## src/hw/nvb_params.svh

```systemverilog
// Register addresses, field positions, reset values and timing counts
`ifndef NVB_PARAMS_SVH
`define NVB_PARAMS_SVH
// ==========================================================
// Register addresses in the special function area
`define NVB_ADDR_NV_ADDRESS  8'h3e
`define NVB_ADDR_NV_DATA     8'h3f
`define NVB_ADDR_NV_CONTROL  8'h40
`define NVB_ADDR_POINTER2    8'h03
`define NVB_ADDR_BANK_SEL    8'h04
`define NVB_ADDR_IND_PORT2   8'h02
// ==========================================================
// Control field positions
`define NVB_BIT_READ_START   0
`define NVB_BIT_READ_PERM    1
`define NVB_BIT_WRITE_START  2
`define NVB_BIT_WRITE_PERM   3
// ==========================================================
// Reset values and bank codes
`define NVB_RST_NV_ADDRESS   6'h00
`define NVB_RST_NV_DATA      8'h00
`define NVB_RST_NV_CONTROL   4'h0
`define NVB_RST_BANK_SEL     2'h0
`define NVB_BANK_CONTROL     2'h1
// ==========================================================
// Timing in system clock cycles
`define NVB_WRITE_CYCLES     4000
`define NVB_READ_CYCLES      4
`endif

```

## src/hw/nvb_pkg.sv

```systemverilog
// Types shared by the store access controller
package nvb_pkg;
  typedef enum logic [1:0] {
    NVB_BANK0,
    NVB_BANK1,
    NVB_BANK2,
    NVB_BANK_RSVD
  } nvb_bank_type;

  typedef enum {
    NVB_IDLE,
    NVB_READING,
    NVB_WRITING
  } nvb_state_type;

  // Processor register access
  typedef struct packed {
    logic       wr;
    logic       rd;
    logic [7:0] addr;
    logic [7:0] wdata;
  } nvb_req_type;
endpackage

```

## src/hw/nvb_timer.sv

```systemverilog
// Self-timed delay counter for store write and read cycles
module nvb_timer
  import nvb_pkg::*;
#(
  parameter int WIDTH = 16
) (
  // Clock and reset
  input  wire logic             sys_clk_in,
  input  wire logic             rst_b_in,
  // Control
  input  wire logic             start_in,
  input  wire logic [WIDTH-1:0] count_in,
  output logic                  done_out
);
  // Refuse widths too narrow to count a cycle
  if (WIDTH < 2) begin
    $error("nvb_timer: WIDTH too small");
  end

  logic [WIDTH-1:0] remain;
  logic             running;

  // ==========================================================
  // Countdown; done pulses on the last cycle
  always_ff @(posedge sys_clk_in) begin
    if (!rst_b_in) begin
      remain  <= '0;
      running <= 1'b0;
    end else if (start_in) begin
      remain  <= count_in;
      running <= 1'b1;
    end else if (running) begin
      remain <= remain - 1'b1;
      if (remain == {{(WIDTH-1){1'b0}}, 1'b1}) begin
        running <= 1'b0;
      end
    end
  end

  assign done_out = running && (remain == {{(WIDTH-1){1'b0}}, 1'b1});
endmodule

```

## src/hw/nvb_ctrl.sv

```systemverilog
// Byte access controller for the 64 x 8 non-volatile data store
// Operation
// - Store holds 64 bytes, 00H-3FH, outside normal data memory.
// - Each read or write moves one byte via address, data, control.
// - Address register: bits 5..0 writable, 7..6 read zero, reset 0.
// - Data register: 8-bit read/write, resets to zero.
// - Address, data direct in bank 0; control 40H bank 1 indirect.
// - Bank code 00 bank 0, 01 bank 1, 10 bank 2, 11 reserved.
// - Write permission bit 3 must be set; otherwise writes blocked.
// - Write start bit 2 launches write; hardware clears it at end.
// - Write start ignored unless permission was set beforehand.
// - Read permission bit 1 must be set; otherwise reads blocked.
// - Control bits 7..4 read zero; four bits reset to zero.
// - Read start bit 0 starts read, self-clears, byte held.
// - Write end sets done flag and multi-function request flag.
`include "nvb_params.svh"
module nvb_ctrl
  import nvb_pkg::*;
#(
  parameter int WRITE_CYCLES = `NVB_WRITE_CYCLES,
  parameter int READ_CYCLES  = `NVB_READ_CYCLES,
  parameter int DEPTH        = 64
) (
  // Clock and reset
  input  wire logic       sys_clk_in,
  input  wire logic       rst_b_in,
  // Processor special register port
  input  nvb_req_type     req_in,
  output logic [7:0]      rdata_out,
  // Interrupt flags
  input  wire logic       done_flag_clr_in,
  output logic            store_write_done_flag_out,
  output logic            mf_request_out,
  input  wire logic       mf_request_clr_in
);
  localparam int TW = 16;
  // Refuse values the 16-bit timer or array cannot serve
  if (DEPTH != 64) begin
    $error("nvb_ctrl: store depth must be 64");
  end
  if (WRITE_CYCLES < 2 || WRITE_CYCLES > 65535) begin
    $error("nvb_ctrl: WRITE_CYCLES out of range");
  end
  if (READ_CYCLES < 2 || READ_CYCLES > 255) begin
    $error("nvb_ctrl: READ_CYCLES out of range");
  end

  // ==========================================================
  // Registers
  logic [5:0]    nv_address;
  logic [7:0]    nv_data;
  logic [3:0]    nv_control;
  logic [7:0]    second_indirect_pointer;
  nvb_bank_type  bank_selector;
  nvb_state_type state;
  logic [7:0]    store_mem [DEPTH];
  logic          timer_start;
  logic [TW-1:0] timer_count;
  logic          timer_done;

  // Decoded accesses
  logic ctl_hit;
  logic wr_addr;
  logic wr_data;
  logic wr_ctl;
  logic [3:0] ctl_w;
  logic start_write;
  logic start_read;

  // control only via indirect port with pointer 40H, bank 1
  // only bank code 01 reaches the control register
  assign ctl_hit = (req_in.addr == `NVB_ADDR_IND_PORT2)
                && (second_indirect_pointer == `NVB_ADDR_NV_CONTROL)
                && (bank_selector == NVB_BANK1);
  assign wr_addr = req_in.wr && (req_in.addr == `NVB_ADDR_NV_ADDRESS);
  assign wr_data = req_in.wr && (req_in.addr == `NVB_ADDR_NV_DATA);
  assign wr_ctl  = req_in.wr && ctl_hit;
  assign ctl_w   = req_in.wdata[3:0];

  // permission must already be set in the register
  assign start_write = wr_ctl && (state == NVB_IDLE)
                    && ctl_w[`NVB_BIT_WRITE_START]
                    && nv_control[`NVB_BIT_WRITE_PERM];
  // read start needs permission already held
  assign start_read  = wr_ctl && (state == NVB_IDLE) && !start_write
                    && ctl_w[`NVB_BIT_READ_START]
                    && nv_control[`NVB_BIT_READ_PERM];

  // ==========================================================
  // Pointer and bank selector
  always_ff @(posedge sys_clk_in) begin
    if (!rst_b_in) begin
      second_indirect_pointer <= 8'h00;
      bank_selector           <= nvb_bank_type'(`NVB_RST_BANK_SEL);
    end else if (req_in.wr) begin
      if (req_in.addr == `NVB_ADDR_POINTER2) begin
        second_indirect_pointer <= req_in.wdata;
      end
      if (req_in.addr == `NVB_ADDR_BANK_SEL) begin
        bank_selector <= nvb_bank_type'(req_in.wdata[1:0]);
      end
    end
  end

  // ==========================================================
  // Address register
  always_ff @(posedge sys_clk_in) begin
    if (!rst_b_in) begin
      nv_address <= `NVB_RST_NV_ADDRESS;
    end else if (wr_addr) begin
      nv_address <= req_in.wdata[5:0];
    end
  end

  // ==========================================================
  // Data register; a finished read overrides a late CPU write
  always_ff @(posedge sys_clk_in) begin
    if (!rst_b_in) begin
      nv_data <= `NVB_RST_NV_DATA;
    end else if (state == NVB_READING && timer_done) begin
      // fetched byte held until next access
      nv_data <= store_mem[nv_address];
    end else if (wr_data) begin
      nv_data <= req_in.wdata;
    end
  end

  // ==========================================================
  // Store array write at cycle end; no reset on purpose
  always_ff @(posedge sys_clk_in) begin
    if (state == NVB_WRITING && timer_done) begin
      store_mem[nv_address] <= nv_data;
    end
  end

  // ==========================================================
  // Control register and cycle state
  always_ff @(posedge sys_clk_in) begin
    if (!rst_b_in) begin
      nv_control <= `NVB_RST_NV_CONTROL;
      state      <= NVB_IDLE;
    end else begin
      if (wr_ctl) begin
        nv_control[`NVB_BIT_WRITE_PERM] <= ctl_w[`NVB_BIT_WRITE_PERM];
        nv_control[`NVB_BIT_READ_PERM]  <= ctl_w[`NVB_BIT_READ_PERM];
      end
      unique case (state)
        NVB_IDLE: begin
          // no permission, start bit stays clear
          if (start_write) begin
            nv_control[`NVB_BIT_WRITE_START] <= 1'b1;
            state <= NVB_WRITING;
          end else if (start_read) begin
            nv_control[`NVB_BIT_READ_START] <= 1'b1;
            state <= NVB_READING;
          end
        end
        NVB_WRITING: begin
          if (timer_done) begin
            nv_control[`NVB_BIT_WRITE_START] <= 1'b0;
            state <= NVB_IDLE;
          end
        end
        NVB_READING: begin
          if (timer_done) begin
            nv_control[`NVB_BIT_READ_START] <= 1'b0;
            state <= NVB_IDLE;
          end
        end
      endcase
    end
  end

  // ==========================================================
  // Write-done and multi-function flags; set wins over clear
  always_ff @(posedge sys_clk_in) begin
    if (!rst_b_in) begin
      store_write_done_flag_out <= 1'b0;
      mf_request_out            <= 1'b0;
    end else begin
      // both flags raised at write end
      if (state == NVB_WRITING && timer_done) begin
        store_write_done_flag_out <= 1'b1;
        mf_request_out            <= 1'b1;
      end else begin
        if (done_flag_clr_in) store_write_done_flag_out <= 1'b0;
        if (mf_request_clr_in) mf_request_out <= 1'b0;
      end
    end
  end

  // ==========================================================
  // Cycle timer
  // write length is loaded into the self-timed counter through count_in at start
  assign timer_start = start_write || start_read;
  assign timer_count = start_write ? TW'(WRITE_CYCLES) : TW'(READ_CYCLES);

  nvb_timer #(
    .WIDTH (TW)
  ) u_timer (
    .sys_clk_in (sys_clk_in),
    .rst_b_in   (rst_b_in),
    .start_in   (timer_start),
    .count_in   (timer_count),
    .done_out   (timer_done)
  );

  // ==========================================================
  // Read data, registered; unmapped addresses read zero
  always_ff @(posedge sys_clk_in) begin
    if (!rst_b_in) begin
      rdata_out <= 8'h00;
    end else if (req_in.rd) begin
      if (req_in.addr == `NVB_ADDR_NV_ADDRESS) begin
        rdata_out <= {2'b00, nv_address};
      end else if (req_in.addr == `NVB_ADDR_NV_DATA) begin
        rdata_out <= nv_data;
      end else if (ctl_hit) begin
        rdata_out <= {4'h0, nv_control};
      end else if (req_in.addr == `NVB_ADDR_POINTER2) begin
        rdata_out <= second_indirect_pointer;
      end else if (req_in.addr == `NVB_ADDR_BANK_SEL) begin
        rdata_out <= {6'h00, bank_selector};
      end else begin
        rdata_out <= 8'h00;
      end
    end
  end
endmodule

```

## config.mk

```make
export PLATFORM = sky130hd
export DESIGN_NAME = nvb_ctrl
export DESIGN_NICKNAME = d
export VERILOG_FILES = /design/src/hw/nvb_pkg.sv /design/src/hw/nvb_timer.sv /design/src/hw/nvb_ctrl.sv
export VERILOG_INCLUDE_DIRS = /design/src /design/src/hw
export SDC_FILE = /design/constraint.sdc
export NUM_CORES = 1
export LEC_CHECK = 0
export ABC_CLOCK_PERIOD_IN_PS = 2700
export BUFFER_PORTS_ARGS = -buffer_cell sky130_fd_sc_hd__buf_2
export CORE_UTILIZATION = 55
export CTS_CLUSTER_DIAMETER = 40
export CTS_CLUSTER_SIZE = 28
export DETAILED_ROUTE_END_ITERATION = 6
export GPL_TIMING_DRIVEN = 0
export PLACE_DENSITY_LB_ADDON = 0.3
export SLEW_MARGIN = 0
export SYNTH_ARGS = -nofsm -noshare
export SYNTH_HDL_FRONTEND = slang
export SYNTH_HIERARCHICAL = 1
export SYNTH_SLANG_ARGS = --single-unit
```

## constraint.sdc

```tcl
create_clock -name sys_clk_in -period 2.7 [get_ports sys_clk_in]
set_input_delay 0.27 -clock sys_clk_in [delete_from_list [all_inputs] [get_ports sys_clk_in]]
set_output_delay 0.27 -clock sys_clk_in [all_outputs]
set_load 0.02 [all_outputs]
```

After elaboration in Yosys (flattened, before gate mapping)
Memories as Yosys holds them, arrays and structs flattened. A register that Yosys moved wholly into a read port is not among the register bits.
Cells that the tools add are included.
Operators by class
  $add $sub $neg: 1
  multipliers: 0
  div/mod/pow operators: 0
  order comparisons: 0
  equal/unequal tests: 19
  shift-type cells: 0
  mux-type cells: 31
  bitwise logic cells: 0
  reduce and logical (&&, ||, !) cells: 30
Operators with widths (number)
  $mux W32: 3
  $eq A32 B2 Y1 const B: 2
  $logic_not A32 Y1: 2
  $pmux W32 S2: 1
  $mux W8: 6
  $eq A32 B1 Y1 const B: 1
  $eq A32 B3 Y1 const B: 1
  $mux W16: 2
  $eq A16 B1 Y1 const B: 1
  $eq A8 B2 Y1 const B: 2
  $eq A8 B6 Y1 const B: 2
  $sub A16 B1 Y16 const B: 1
  $logic_and A1 B1 Y1: 14
  $mux W1: 13
  $mux W12: 1
  $mux W6: 2
  $reduce_bool A2 Y1: 6
  $ne A2 B2 Y1 const B: 5
  $eq A8 B3 Y1 const B: 1
  $eq A8 B7 Y1 const B: 1
  $reduce_and A2 Y1: 3
  $pmux W1 S2: 2
  $reduce_and A4 Y1: 1
  $ne A3 B3 Y1 const B: 1
  7 further kinds: 7
Storage, ports and cells
  register bits after elaboration: 87
  latch bits: 0
  RAM bits: 512
  bits in read-only memories: 0
  input port bits: 22
  output and inout port bits: 10
  logic and storage cells: 95
  memories kept: 1
Memories
  store_mem: words 64, bits a word 8, read ports 1, clocked after Yosys merged registers in 1, write ports 1, RTL line nvb_ctrl.sv:56  | logic [7:0] store_mem [DEPTH];

Depth between registers and ports, before layout
  depth in word-level cells: 14
  gate-level depth with buffers: 10
  mapped depth without buffers: 10

Cells and area by module
Netlist, hierarchy kept.
By module, submodules not included
  nvb_ctrl: times used 1, cells an instance 1176, area an instance 22125.0 sq um, sequential area each 16295.6 sq um
  nvb_timer: times used 1, cells an instance 111, area an instance 912.1 sq um, sequential area each 340.3 sq um

Worst setup path before layout
OpenSTA, ideal clock, no wires.
  path kind: reg-to-reg
  start: register u_timer.remain[7]
  end: memory store_mem[59][0] (enable)
  library setup time: 370 ps
  arrival time: 2312 ps
  required time: 2330 ps
  setup slack: 17 ps
  cell stages (with the launch flop): 9
  path buffers: 0
  period minus slack after synthesis: 2683 ps
  cell sequence: dfxtp_1 > nor4_1 > nand4_1 > nor4_1 > and2_1 > nand2_1 > nor2_1 > nand3_1 > nor2_1
On the way
  longest elaborated chain between the ends: 5
RTL lines
  start: declaration: RTL line nvb_timer.sv:20  | logic [WIDTH-1:0] remain;
  start signal: assignment: RTL line nvb_timer.sv:30  | remain <= count_in;
  start signal: assignment: RTL line nvb_timer.sv:33  | remain <= remain - 1'b1;
  $eq A16 B1 Y1: RTL line nvb_timer.sv:40  | assign done_out = running && (remain == {{(WIDTH-1){1'b0}}, 1'b1});
  $logic_and A1 B1 Y1: RTL line nvb_timer.sv:40
  via timer_done: RTL line nvb_ctrl.sv:59  | logic timer_done;
  $logic_and A1 B1 Y1: RTL line nvb_ctrl.sv:131  | if (state == NVB_WRITING && timer_done) begin
  $mux W1: RTL line nvb_ctrl.sv:131
  $mux W1 (implied by the code): RTL line nvb_ctrl.sv:132  | store_mem[nv_address] <= nv_data;
  end: declaration: RTL line nvb_ctrl.sv:56
The timed path passes the listed nets, and every way through them passes these cells.

==> results_dict.tcl <==
set metrics [dict create \
    outcome "finished with violations" \
    violations "DRC, setup timing" \
    die_x_um 206.7 \
    n_antenna_cell 0 \
    track_usage 0.2669 \
    cp_slowest_stage_delay_ps 490 \
    dp_cells 1866 \
    synth_xor_area_frac 0.004562 \
    routed_wl_um 56730 \
    ys.flop_type "edfxtp_1" \
    power_density_nw_per_um2 680.9 \
    wl_per_cell_um 27.61 \
    place_hpwl_um 33440 \
    detail-route-antenna-nets 0 \
    relSlewSlack 0.2783 \
    vias 13390 \
    synth_warnings 6 \
    synth_area_leader_cell "edfxtp_1" \
    synth_compound_area_frac 0.04448 \
    end_kind "flip-flop" \
    grt_pass1_vias 13116 \
    hp-start "req_in[0]" \
    ys_top_cells_by_area "edfxtp_1 (67%), mux4_2 (9.7%), dfxtp_1 (5.5%)" \
    hold_ws_ps 23.05 \
    reg2reg_setup_slack_ps -60 \
    drive_gt1_frac 0.3283 \
    slowest_stage "dfxtp_1" \
    antenna_found_initial 3 \
    syn_area_per_cell_sq_um 17.90 \
    fp.coreArea_sq_um 41110 \
    final_cell_mix "edfxtp_1 (512), mux4_2 (99), clkbuf_16 (69)" \
    crit_chain "buf_2 > buf_2 > clkbuf_4 > nand2_1 > o22ai_1 > nor3_1 > nor4_4 > a21oi_1" \
    grt_start_max_net_pins 49 \
    layout_commonest_cell "edfxtp_1" \
    grt_pass1_wl_um 82400 \
    final_core_util 0.6858 \
    crit_top_cell "buf_2" \
    numCtsBuffers 66 \
    area_delta_synth_final_pct 22.38 \
    final_nets 1500 \
    yosysSeqAreaShare 0.7221 \
    stdcell_count 2055 \
    power_leakage_uw 0.007736 \
    setup_slack_ps -60.32 \
    rr_endpoint "nv_data[4]$_SDFFE_PN0P_" \
    synthArstFlopShare 0 \
    drt-pass1-iter-count 7 \
    cts_max_level 3 \
    clockBufferDepth 3 \
    vdd_drop_max_mv 0.4246 \
    skew_ps 26.80 \
    drcViolationCount 8 \
    die_area_sq_um 42710 \
    port_buffers 31 \
    synth_area_sq_um 23040 \
    tightest_slew_ps 1079 \
    synthMuxAreaShare 0.1395 \
    crit_fanout 10 \
    synthAdderAreaFrac 0.002716 \
    root_buffer "clkbuf_16" \
    setup_viol 11 \
    via_per_inst 6.516 \
    min_path_cells 3 \
    synth-simple-area-share 0.06512 \
    synth_top_area_frac 0.6674 \
    cts.sinks 575 \
    dpl_worst_slack_ps -1458 \
    min_to "second_indirect_pointer[0]$_SDFFE_PN0P_" \
    synth_top_family_by_area "multiplexers" \
    hold_path_class "input port to flip-flop" \
    cap_violations 0 \
    finalMaxSlewViolations 0 \
    drtIter0Drc 1689 \
    reg2regPathDepth 8 \
    pin_count 32 \
    clk_latency_ps 600 \
    cts_tree "done" \
    start_util 0.5604 \
    post-route-min-period_ps 2760 \
    worstPathArrival_ps 3220 \
    routabilityCongestion 0.9186 \
    setup.worst_path.class "flip-flop to flip-flop" \
    startpoint_type "flip-flop" \
    worst_ep_required_time_ps 3160 \
    finalCritPeriodShare 1.022 \
    synth_edf_count 512 \
    dieHeight_um 206.7 \
    final-hold-violation-count 0 \
    overflow 0 \
    fp-row-count 74 \
    rsz0062_at_grt "true" \
    ys_seq_elements 575 \
    synth_cell_types 72 \
    synthCells 1287 \
    path_clk_slew_ps 70 \
    max_freq_ghz 0.3623 \
    num-fill-cells 2458 \
]
## metal layers
metal	wire, um	GRT usage	vias to the layer above
li1	-	-	5598
met1	22180	0.3644	6832
met2	28050	0.4341	828
met3	4766	0.04976	132
met4	1729	0.09296	0
met5	0	0	-
## per-stage QoR
stage / total power (uW) / TNS (ps) / cell area, sq um
6_report: 19190 / -118.0 / 28190
4_1_cts: 19200 / 0 / 27840
3_3_place_gp: 9884 / -546800 / 23890
5_1_grt: 19610 / -33810 / 28190
3_5_place_dp: 9889 / -581530 / 24070
2_1_floorplan: 9828 / 0 / 23070
## critical path: cells and delay by family (launching register included)
kind	cells	cell delay [ps]
AND/OR/NAND/NOR	3	650
flip-flops	1	490
AO/OA/AOI/OAI	2	440
buffers and inverters	3	1050
## registers in the layout, indices dropped and copies added, names as in the netlist, named ones only
name and flops:
store_mem 512, u_timer/remain 16, nv_data 8, rdata_out 8
second_indirect_pointer 8, nv_address 6, nv_control 4, bank_selector 2
state 2, mf_request_out 1, store_write_done_flag_out 1, u_timer/running 1
## final cells by class
type | count | area, sq um | share of cell area
plain buffers | 69 | 450.4 | 0.01598
clock buffers | 72 | 1748 | 0.06200
clock inverters | 46 | 591.8 | 0.02099
inverters | 12 | 46.29 | 0.001642
multi-input cells | 637 | 6624 | 0.2350
flip-flops and latches | 575 | 16650 | 0.5907
well taps | 532 | 665.6 | 0.02361
repair buffers | 112 | 1413 | 0.05011
## cells by family (layout without fill, tap and decap cells)
kind of cell	count (synthesis)	in the layout
other	1	9
AND/OR/NAND/NOR	282	282
adder cells (fa/ha/maj)	5	5
AO/OA/AOI/OAI	159	159
buffers and inverters	83	311
multiplexers	170	170
flip-flops	575	575
XOR/XNOR	12	12
## cell usage after synthesis, drive strengths merged, types with 5 or more instances
library cell / n
or4b: 8
nor3: 17
a211oi: 10
and3: 7
o21ai: 27
inv: 11
a22o: 7
nor2: 102
dfxtp: 63
mux4: 114
ha: 5
a2111oi: 8
edfxtp: 512
nand3b: 6
nand3: 20
o22ai: 29
a21oi: 44
mux2i: 33
nand2b: 5
nor2b: 19
mux2: 23
a31oi: 11
xnor2: 8
buf: 43
clkbuf: 28
nand2: 53
nor4: 13
## where the power goes
group	total, uW	internal, uW	switching, uW
logic	157	57.8	99.3
registers	9550	9540	9.03
clock network	9480	5680	3800
total	19200	15300	3910
## worst max-delay path by stage
stage	endpoint	slack (ps)
3_5_place_dp	store_mem[19][0]$_DFFE_PP_	-1460
3_3_place_gp	store_mem[27][7]$_DFFE_PP_	-1400
5_1_grt	store_mem[12][4]$_DFFE_PP_	-130
2_1_floorplan	store_mem[59][0]$_DFFE_PP_	20
6_report	nv_data[4]$_SDFFE_PN0P_	-60
4_1_cts	store_mem[56][6]$_DFFE_PP_	0.09
## repair_timing
action,in CTS,in global routing
buffers inserted,53,13
hold buffers,7,0
pin swaps,47,30
setup endpoints to repair,526,526
gates resized for setup,158,44
hold endpoints to repair,7,0
(Power assumes the default switching activity.)
